[src/pkg/boot_mode_pkg.sv]
// Package with boot-mode types, register map and constants for the boot-mode select block.
`default_nettype none
package boot_mode_pkg;

  // ----------------------------------------------------------------
  // Boot modes
  // ----------------------------------------------------------------
  typedef enum logic [2:0] {
    MODE_NONE,
    MODE_HOST,
    MODE_LINK,
    MODE_ROM,
    MODE_RESERVED
  } boot_mode_t;

  // ----------------------------------------------------------------
  // Configuration straps of one group
  // ----------------------------------------------------------------
  typedef struct packed {
    logic rom_boot_sel;
    logic link_boot_sel;
    logic boot_mem_select;
  } boot_straps_t;

  // ----------------------------------------------------------------
  // Register map
  // ----------------------------------------------------------------
  localparam logic [3:0] MODE_STATUS_ADDR = 4'h0;
  localparam logic [3:0] BUS_OWNER_ADDR   = 4'h4;
  localparam logic [3:0] STRAP_RAW_ADDR   = 4'h8;
  localparam logic [3:0] GROUP_ID_ADDR    = 4'hc;

  localparam int MODE_A_LSB    = 0;
  localparam int MODE_BCD_LSB  = 4;
  localparam int LOCKED_BIT    = 8;
  localparam int OWN_A_BIT     = 0;
  localparam int OWN_BCD_BIT   = 1;

  localparam logic [1:0] OWNER_RESET  = 2'h0;
  localparam logic [1:0] RESP_OKAY    = 2'h0;
  localparam logic [1:0] RESP_SLVERR  = 2'h2;

  // Arbitrary identification value.
  localparam logic [31:0] GROUP_ID_VALUE = 32'h0000_b007;

endpackage : boot_mode_pkg
`default_nettype wire

[src/verilog/boot_mode_decode.sv]
// Decoder from one group's configuration straps to its boot mode.
`timescale 1ns/1ps
`default_nettype none
module boot_mode_decode
  import boot_mode_pkg::*;
(
  input  wire boot_straps_t straps,
  output var  boot_mode_t   mode
);

  // ----------------------------------------------------------------
  // Decode
  // ----------------------------------------------------------------
  always_comb begin
    if (straps.rom_boot_sel && !straps.link_boot_sel) begin
      mode = MODE_ROM;
    end else if (straps.rom_boot_sel) begin
      mode = MODE_RESERVED;
    end else if (straps.link_boot_sel) begin
      mode = straps.boot_mem_select ? MODE_LINK : MODE_RESERVED;
    end else begin
      mode = straps.boot_mem_select ? MODE_HOST : MODE_NONE;
    end
  end

endmodule : boot_mode_decode
`default_nettype wire

[src/verilog/boot_mode_select.sv]
// Boot-mode select block with AXI4-Lite status and bus-ownership registers.
//
// Added by the designer: the register addresses and the AXI4-Lite register port.
`timescale 1ns/1ps
`default_nettype none

module boot_mode_select
  import boot_mode_pkg::*;
#(
  parameter int ADDR_W = 4
) (
  input  wire logic        aclk,
  input  wire logic        aresetn,
  input  wire logic        rom_boot_sel_grp_a,
  input  wire logic        link_boot_sel_grp_a,
  input  wire logic        boot_mem_select_grp_a,
  output logic             boot_mem_select_grp_a_drive,
  output logic             boot_mem_select_grp_a_oe_n,
  input  wire logic        rom_boot_sel_grp_bcd,
  input  wire logic        link_boot_sel_grp_bcd,
  input  wire logic        boot_mem_select_grp_bcd,
  output logic             boot_mem_select_grp_bcd_drive,
  output logic             boot_mem_select_grp_bcd_oe_n,
  input  wire logic        boot_rom_access_a,
  input  wire logic        boot_rom_access_bcd,
  output var boot_mode_t   mode_grp_a,
  output var boot_mode_t   mode_grp_bcd,
  output logic             insn_cycle_en,
  input  wire logic [ADDR_W-1:0] s_axi_awaddr,
  input  wire logic        s_axi_awvalid,
  output logic             s_axi_awready,
  input  wire logic [31:0] s_axi_wdata,
  input  wire logic [3:0]  s_axi_wstrb,
  input  wire logic        s_axi_wvalid,
  output logic             s_axi_wready,
  output logic [1:0]       s_axi_bresp,
  output logic             s_axi_bvalid,
  input  wire logic        s_axi_bready,
  input  wire logic [ADDR_W-1:0] s_axi_araddr,
  input  wire logic        s_axi_arvalid,
  output logic             s_axi_arready,
  output logic [31:0]      s_axi_rdata,
  output logic [1:0]       s_axi_rresp,
  output logic             s_axi_rvalid,
  input  wire logic        s_axi_rready
);

  if (ADDR_W < 4) begin : g_addr_w_check
    $error("ADDR_W must be at least 4");
  end

  // ----------------------------------------------------------------
  // Strap decode
  // ----------------------------------------------------------------
  boot_straps_t straps_a;
  boot_straps_t straps_bcd;
  boot_mode_t   dec_a;
  boot_mode_t   dec_bcd;

  assign straps_a   = '{rom_boot_sel_grp_a, link_boot_sel_grp_a, boot_mem_select_grp_a};
  assign straps_bcd = '{rom_boot_sel_grp_bcd, link_boot_sel_grp_bcd, boot_mem_select_grp_bcd};

  boot_mode_decode u_dec_a (
    .straps (straps_a),
    .mode   (dec_a)
  );

  boot_mode_decode u_dec_bcd (
    .straps (straps_bcd),
    .mode   (dec_bcd)
  );

  // ----------------------------------------------------------------
  // Mode latch
  // ----------------------------------------------------------------
  boot_mode_t mode_a_q;
  boot_mode_t mode_a_d;
  boot_mode_t mode_bcd_q;
  boot_mode_t mode_bcd_d;
  logic       locked_q;
  logic       locked_d;

  always_comb begin
    mode_a_d   = mode_a_q;
    mode_bcd_d = mode_bcd_q;
    locked_d   = 1'b1;
    if (!aresetn) begin
      mode_a_d   = dec_a;
      mode_bcd_d = dec_bcd;
      locked_d   = 1'b0;
    end
  end

  always_ff @(posedge aclk) begin
    mode_a_q   <= mode_a_d;
    mode_bcd_q <= mode_bcd_d;
    locked_q   <= locked_d;
  end

  assign mode_grp_a   = mode_a_q;
  assign mode_grp_bcd = mode_bcd_q;
  assign insn_cycle_en = locked_q;

  // ----------------------------------------------------------------
  // Boot memory select pins
  // ----------------------------------------------------------------
  logic [1:0] owner_q;
  logic [1:0] owner_d;
  logic       cs_n_a_q;
  logic       cs_n_a_d;
  logic       cs_n_bcd_q;
  logic       cs_n_bcd_d;
  logic       oen_a_q;
  logic       oen_a_d;
  logic       oen_bcd_q;
  logic       oen_bcd_d;

  always_comb begin
    cs_n_a_d   = !(boot_rom_access_a && owner_q[OWN_A_BIT]);
    cs_n_bcd_d = !(boot_rom_access_bcd && owner_q[OWN_BCD_BIT]);
    oen_a_d   = !(locked_q && mode_a_q == MODE_ROM && owner_q[OWN_A_BIT]);
    oen_bcd_d = !(locked_q && mode_bcd_q == MODE_ROM && owner_q[OWN_BCD_BIT]);
    if (!aresetn) begin
      cs_n_a_d   = 1'b1;
      cs_n_bcd_d = 1'b1;
      oen_a_d   = 1'b1;
      oen_bcd_d = 1'b1;
    end
  end

  always_ff @(posedge aclk) begin
    cs_n_a_q   <= cs_n_a_d;
    cs_n_bcd_q <= cs_n_bcd_d;
    oen_a_q   <= oen_a_d;
    oen_bcd_q <= oen_bcd_d;
  end

  assign boot_mem_select_grp_a_drive   = cs_n_a_q;
  assign boot_mem_select_grp_bcd_drive = cs_n_bcd_q;
  assign boot_mem_select_grp_a_oe_n   = oen_a_q;
  assign boot_mem_select_grp_bcd_oe_n = oen_bcd_q;

  // ----------------------------------------------------------------
  // AXI4-Lite slave
  // ----------------------------------------------------------------
  logic              aw_hold_q;
  logic              aw_hold_d;
  logic [ADDR_W-1:0] awaddr_q;
  logic [ADDR_W-1:0] awaddr_d;
  logic              w_hold_q;
  logic              w_hold_d;
  logic [31:0]       wdata_q;
  logic [31:0]       wdata_d;
  logic [3:0]        wstrb_q;
  logic [3:0]        wstrb_d;
  logic              bvalid_q;
  logic              bvalid_d;
  logic [1:0]        bresp_q;
  logic [1:0]        bresp_d;
  logic              rvalid_q;
  logic              rvalid_d;
  logic [31:0]       rdata_q;
  logic [31:0]       rdata_d;
  logic [1:0]        rresp_q;
  logic [1:0]        rresp_d;

  function automatic logic mapped(input logic [ADDR_W-1:0] a);
    logic [3:0] w;
    w = a[3:0];
    if (w == MODE_STATUS_ADDR) begin
      mapped = 1'b1;
    end else if (w == BUS_OWNER_ADDR) begin
      mapped = 1'b1;
    end else if (w == STRAP_RAW_ADDR) begin
      mapped = 1'b1;
    end else if (w == GROUP_ID_ADDR) begin
      mapped = 1'b1;
    end else begin
      mapped = 1'b0;
    end
    if ((a >> 4) != '0) begin
      mapped = 1'b0;
    end
  endfunction : mapped

  assign s_axi_awready = !aw_hold_q && !bvalid_q;
  assign s_axi_wready  = !w_hold_q && !bvalid_q;
  assign s_axi_arready = !rvalid_q;

  always_comb begin
    logic              have_aw;
    logic              have_w;
    logic [ADDR_W-1:0] wa;
    logic [31:0]       wd;
    logic [3:0]        ws;
    have_aw   = aw_hold_q || (s_axi_awvalid && s_axi_awready);
    have_w    = w_hold_q || (s_axi_wvalid && s_axi_wready);
    wa        = aw_hold_q ? awaddr_q : s_axi_awaddr;
    wd        = w_hold_q ? wdata_q : s_axi_wdata;
    ws        = w_hold_q ? wstrb_q : s_axi_wstrb;
    aw_hold_d = have_aw;
    awaddr_d  = wa;
    w_hold_d  = have_w;
    wdata_d   = wd;
    wstrb_d   = ws;
    bvalid_d  = bvalid_q && !s_axi_bready;
    bresp_d   = bresp_q;
    owner_d   = owner_q;
    if (have_aw && have_w) begin
      aw_hold_d = 1'b0;
      w_hold_d  = 1'b0;
      bvalid_d  = 1'b1;
      bresp_d   = mapped(wa) ? RESP_OKAY : RESP_SLVERR;
      if (wa[3:0] == BUS_OWNER_ADDR && mapped(wa) && ws[0]) begin
        owner_d = wd[1:0];
      end
    end
    rvalid_d = rvalid_q && !s_axi_rready;
    rdata_d  = rdata_q;
    rresp_d  = rresp_q;
    if (s_axi_arvalid && s_axi_arready) begin
      rvalid_d = 1'b1;
      rresp_d  = mapped(s_axi_araddr) ? RESP_OKAY : RESP_SLVERR;
      rdata_d  = 32'h0;
      if (s_axi_araddr[3:0] == MODE_STATUS_ADDR) begin
        rdata_d[MODE_A_LSB+:3]   = mode_a_q;
        rdata_d[MODE_BCD_LSB+:3] = mode_bcd_q;
        rdata_d[LOCKED_BIT]      = locked_q;
      end else if (s_axi_araddr[3:0] == BUS_OWNER_ADDR) begin
        rdata_d[1:0] = owner_q;
      end else if (s_axi_araddr[3:0] == STRAP_RAW_ADDR) begin
        rdata_d[2:0] = straps_a;
        rdata_d[6:4] = straps_bcd;
      end else if (s_axi_araddr[3:0] == GROUP_ID_ADDR) begin
        rdata_d = GROUP_ID_VALUE;
      end
      if (!mapped(s_axi_araddr)) begin
        rdata_d = 32'h0;
      end
    end
    if (!aresetn) begin
      aw_hold_d = 1'b0;
      w_hold_d  = 1'b0;
      bvalid_d  = 1'b0;
      bresp_d   = RESP_OKAY;
      rvalid_d  = 1'b0;
      rresp_d   = RESP_OKAY;
      rdata_d   = 32'h0;
      owner_d   = OWNER_RESET;
    end
  end

  always_ff @(posedge aclk) begin
    aw_hold_q <= aw_hold_d;
    awaddr_q  <= awaddr_d;
    w_hold_q  <= w_hold_d;
    wdata_q   <= wdata_d;
    wstrb_q   <= wstrb_d;
    bvalid_q  <= bvalid_d;
    bresp_q   <= bresp_d;
    rvalid_q  <= rvalid_d;
    rdata_q   <= rdata_d;
    rresp_q   <= rresp_d;
    owner_q   <= owner_d;
  end

  assign s_axi_bvalid = bvalid_q;
  assign s_axi_bresp  = bresp_q;
  assign s_axi_rvalid = rvalid_q;
  assign s_axi_rdata  = rdata_q;
  assign s_axi_rresp  = rresp_q;

  // ----------------------------------------------------------------
  // Assertions
  // ----------------------------------------------------------------
  AST_ROM_DECODE: assert property (@(posedge aclk) disable iff (!aresetn)
    (rom_boot_sel_grp_a && !link_boot_sel_grp_a) |-> dec_a == MODE_ROM)
    else $error("EPROM straps did not decode to EPROM mode.");
  AST_NO_ROM_LOW: assert property (@(posedge aclk) disable iff (!aresetn)
    !rom_boot_sel_grp_bcd |-> dec_bcd != MODE_ROM)
    else $error("EPROM mode decoded with EPROM select low.");
  AST_LINK: assert property (@(posedge aclk) disable iff (!aresetn)
    (!rom_boot_sel_grp_a && link_boot_sel_grp_a && boot_mem_select_grp_a) |-> dec_a == MODE_LINK)
    else $error("Link straps did not decode to link mode.");
  AST_TABLE: assert property (@(posedge aclk) disable iff (!aresetn)
    (straps_bcd == 3'b001 |-> dec_bcd == MODE_HOST) and (straps_bcd == 3'b000 |-> dec_bcd == MODE_NONE)
    and (straps_bcd == 3'b010 |-> dec_bcd == MODE_RESERVED))
    else $error("Boot mode table decode mismatch.");
  AST_OE_ROM_ONLY: assert property (@(posedge aclk) disable iff (!aresetn)
    !boot_mem_select_grp_a_oe_n |-> $past(mode_a_q) == MODE_ROM)
    else $error("Memory select driven outside EPROM mode.");
  AST_OWNER: assert property (@(posedge aclk) disable iff (!aresetn)
    (!boot_mem_select_grp_bcd_oe_n && $past(aresetn)) |-> $past(owner_q[OWN_BCD_BIT]))
    else $error("Memory select driven by a non-owner.");
  AST_CS: assert property (@(posedge aclk) disable iff (!aresetn)
    ($past(aresetn) && $past(boot_rom_access_a) && $past(owner_q[OWN_A_BIT])) |-> !boot_mem_select_grp_a_drive)
    else $error("Chip select not asserted for an owned boot access.");
  AST_HOLD: assert property (@(posedge aclk) disable iff (!aresetn)
    $past(aresetn) |-> $stable(mode_a_q) && $stable(mode_bcd_q))
    else $error("Boot mode changed after reset release.");
  AST_RESET_TRI: assert property (@(posedge aclk)
    $past(!aresetn) |-> boot_mem_select_grp_a_oe_n && boot_mem_select_grp_bcd_oe_n)
    else $error("Memory select driven during reset.");

endmodule : boot_mode_select
`default_nettype wire

[config.mk]
export PLATFORM = sky130hd
export DESIGN_NAME = boot_mode_select
export DESIGN_NICKNAME = d
export VERILOG_FILES = /design/src/pkg/boot_mode_pkg.sv /design/src/verilog/boot_mode_decode.sv /design/src/verilog/boot_mode_select.sv
export SDC_FILE = /design/constraint.sdc
export NUM_CORES = 1
export LEC_CHECK = 0
export ABC_AREA = 1
export ABC_CLOCK_PERIOD_IN_PS = 2960
export BUFFER_PORTS_ARGS = -buffer_cell sky130_fd_sc_hd__buf_4
export CAP_MARGIN = 20
export CORE_MARGIN = 2
export CORE_UTILIZATION = 45
export DETAILED_ROUTE_END_ITERATION = 16
export GPL_ROUTABILITY_DRIVEN = 1
export PLACE_DENSITY = 0.85
export SKIP_LAST_GASP = 1
export SLEW_MARGIN = 20
export SYNTH_ARGS = -nofsm -noshare
export SYNTH_HDL_FRONTEND = slang
export SYNTH_SLANG_ARGS = --single-unit
[constraint.sdc]
create_clock -name aclk -period 2.96 [get_ports aclk]
set_input_delay 0.148 -clock aclk [delete_from_list [all_inputs] [get_ports aclk]]
set_output_delay 0.148 -clock aclk [all_outputs]
set_load 0.02 [all_outputs]
==> reports/qor.txt <==
CTS tree - done
Hold Path Sink - boot_mem_select_grp_a_drive
fin crit share - 0.3891
Final Skew - 6.376 ps
share of the synthesized area in the top cell type - 0.3336
syn_area_per_cell - 7.744 sq um
most frequent cells after synthesis - 50 x nand2_1, 28 x dfxtp_1, 27 x inv_1, 26 x buf_4, 15 x nor2_1
# rows - 22
final hold viol count - 0
PostCTS Resize Cnt - 0
WP data required - 3130 ps
Hold/Removal Path Class - in -> reg
leading area contributor after synthesis - dfxtp_1
DRC Markers - 0
initial core utilization - 0.4625
final max-slew violation count - 0
warnings from Yosys - 0
Yosys cell types - 24
Fill cells - 339
first-pass GRT wire length - 5.037 mm
CP endpoint kind - flop
# port buffers - 53
clk slew on worst S/H paths - 60 ps
initial antenna violation count - 0
# diodes - 0
Reg2Reg Depth - 8
H-tree depth - 2
clk buf depth - 2
RSZ-0062 raised after global routing - false
setup bufs post-CTS - 0
final RePlAce weighted congestion - 0.7736
worst hold stages - 2
Seq/Total Area, Yosys - 0.4408
Multi-input gate area - 686.9 sq um
maximum fanout along the worst path - 5
Post-Syn Instances - 217
total power - 1.080 mW
area delta synth->final - 24.57%
layout cells sized above 1 - 0.2930
worst r2r dst - owner_q[0]
Inserted Clock Buffers - 5
clk_lat worst skew - 280 ps
hold_buf cts - 0
Die ar. - 4239 sq um
vias in the first global route - 1184
Reg area - 740.7 sq um
hpwl dp - 2.489 mm
CP Launch Type - flop
hold path startpoint - boot_rom_access_a
maximum clock rate - 868.2 MHz
number of flops mapped to enable cells by yosys - 6
Clock Sinks - 34
max cap viols - 0
largest net degree at the start of global routing - 15
WS Path Type - reg -> reg
fin crit period - 1152 ps
flop2flop setup slack - 1810 ps
Routed WL per cell - 9.729 um
Synth Flop Type - dfxtp_1
first-iteration detailed-routing DRC count - 27
LEAKAGE - 1.070 nW
Mapped Area - 1680 sq um
Nets - 331
Synth area leaders - dfxtp_1 33%, buf_4 12%, nand2_1 11%
1st-pass router iterations - 4
CP Data Arrival Time - 1330 ps
Yosys reg bits - 34
die width - 65.11 um
most common cell in the netlist - nand2_1
vias post-DR - 1371
gr usage total - 0.1542
Total Neg Setup Slack - 0 ps
Die Y - 65.11 um
worst reg2reg path startpoint - s_axi_bvalid
share of flip-flops with an asynchronous set or reset - 0
Clock Tree Root - clkbuf_8
routed vias/inst - 4.271
Routed Antenna Nets - 0
IO Pins - 111
outcome - finished clean
drt total wl - 3.123 mm
Cell Pwr Density - 515.8 nW/um^2
GRT overflow - 0
Final Setup Violations - 0
Core Box Area - 3633 sq um
Max VDD drop - 0.0003124 V
## state kept, by name (all words and copies together), names as in the netlist
signal / flops
boot_mem_select_grp_a_oe_n: 1
awaddr_q: 4
wstrb_q: 1
s_axi_rresp: 1
s_axi_bresp: 1
boot_mem_select_grp_bcd_oe_n: 1
s_axi_rdata: 8
mode_grp_a: 3
owner_q: 2
aw_hold_q: 1
s_axi_bvalid: 1
boot_mem_select_grp_bcd_drive: 1
insn_cycle_en: 1
boot_mem_select_grp_a_drive: 1
wdata_q: 2
w_hold_q: 1
mode_grp_bcd: 3
s_axi_rvalid: 1
## worst max-delay path, stage by stage, from the launching register on
cell and delay [ps]:
dfxtp_1 340, inv_1 100, nand2_1 130, nand2_8 90
nand2_4 60, nor2_4 150, nand3_1 90, nand2_1 70
nor2_1 30
## final cells by class
class / instances / share of cell area
sequential: 34 / 0.3539
multi-input combinational: 144 / 0.3282
timing repair buffer: 53 / 0.1901
inverter: 34 / 0.06097
clock buffer: 8 / 0.03825
tap: 48 / 0.02869
## power by group
part	total, mW	leakage [nW]	internal, mW	switching, mW
Combinational	0.235	0.742	0.0859	0.149
Clock	0.320	0.0395	0.167	0.153
Sequential	0.526	0.289	0.506	0.0200
Total	1.08	1.07	0.759	0.321
## how the worst max path moves through the flow
stage	from	endpoint
4_1_cts	s_axi_bvalid	owner_q[0]
2_1_floorplan	s_axi_rvalid	s_axi_rdata[0]
3_5_place_dp	w_hold_q	owner_q[0]
3_3_place_gp	aw_hold_q	owner_q[1]
6_report	s_axi_bvalid	owner_q[0]
5_1_grt	w_hold_q	owner_q[1]
## logic make-up (layout without fill, tap and decap cells)
kind of cell,count (synthesis),in the layout,share of synthesized area
other,1,24,0.002232
flip-flops,34,34,0.4408
AO/OA/AOI/OAI,25,25,0.07893
AND/OR/NAND/NOR,95,95,0.2762
buffers and inverters,62,95,0.2018
## cell usage in the layout, fill, tap and decap left out
cell,netlist,layout
buf_4,26,53
nand2_1,50,50
dfxtp_1,28,28
inv_1,27,27
conb_1,1,24
nor2_1,15,15
a21oi_1,14,14
o21ai_0,8,8
nand3_1,8,8
nand2_2,7,7
inv_2,6,6
edfxtp_1,6,6
clkbuf_8,0,5
nor2_4,4,4
nand4_1,3,3
clkbuf_1,0,3
or2_0,2,2
nor2_2,2,2
nand2_4,2,2
o211ai_1,2,2
clkinv_1,1,1
nor3_1,1,1
nand2_8,1,1
o21a_1,1,1
## metal layers
metal  up-vias  routed length (um)  track usage
li1        723                   -            -
met2        49                1511       0.2577
met5         -                   0            0
met3         5                 238      0.03938
met1       594                1322       0.1902
met4         0                  51      0.06250
## through the flow
step | setup WS [ps] | hold slack, ps | util | instances | area (sq um)
2_1_floorplan | 1779 | 175.7 | - | 240 | 1767
3_3_place_gp | 1836 | 322.8 | 0.5541 | 313 | 2013
3_5_place_dp | 1819 | 325.4 | 0.5541 | 313 | 2013
4_1_cts | 1794 | 27.60 | 0.5761 | 321 | 2093
5_1_grt | 1675 | 41.20 | 0.5761 | 321 | 2093
6_report | 1808 | 30.85 | 0.5761 | 321 | 2093
Note: power is estimated with default switching activity, not from simulation.
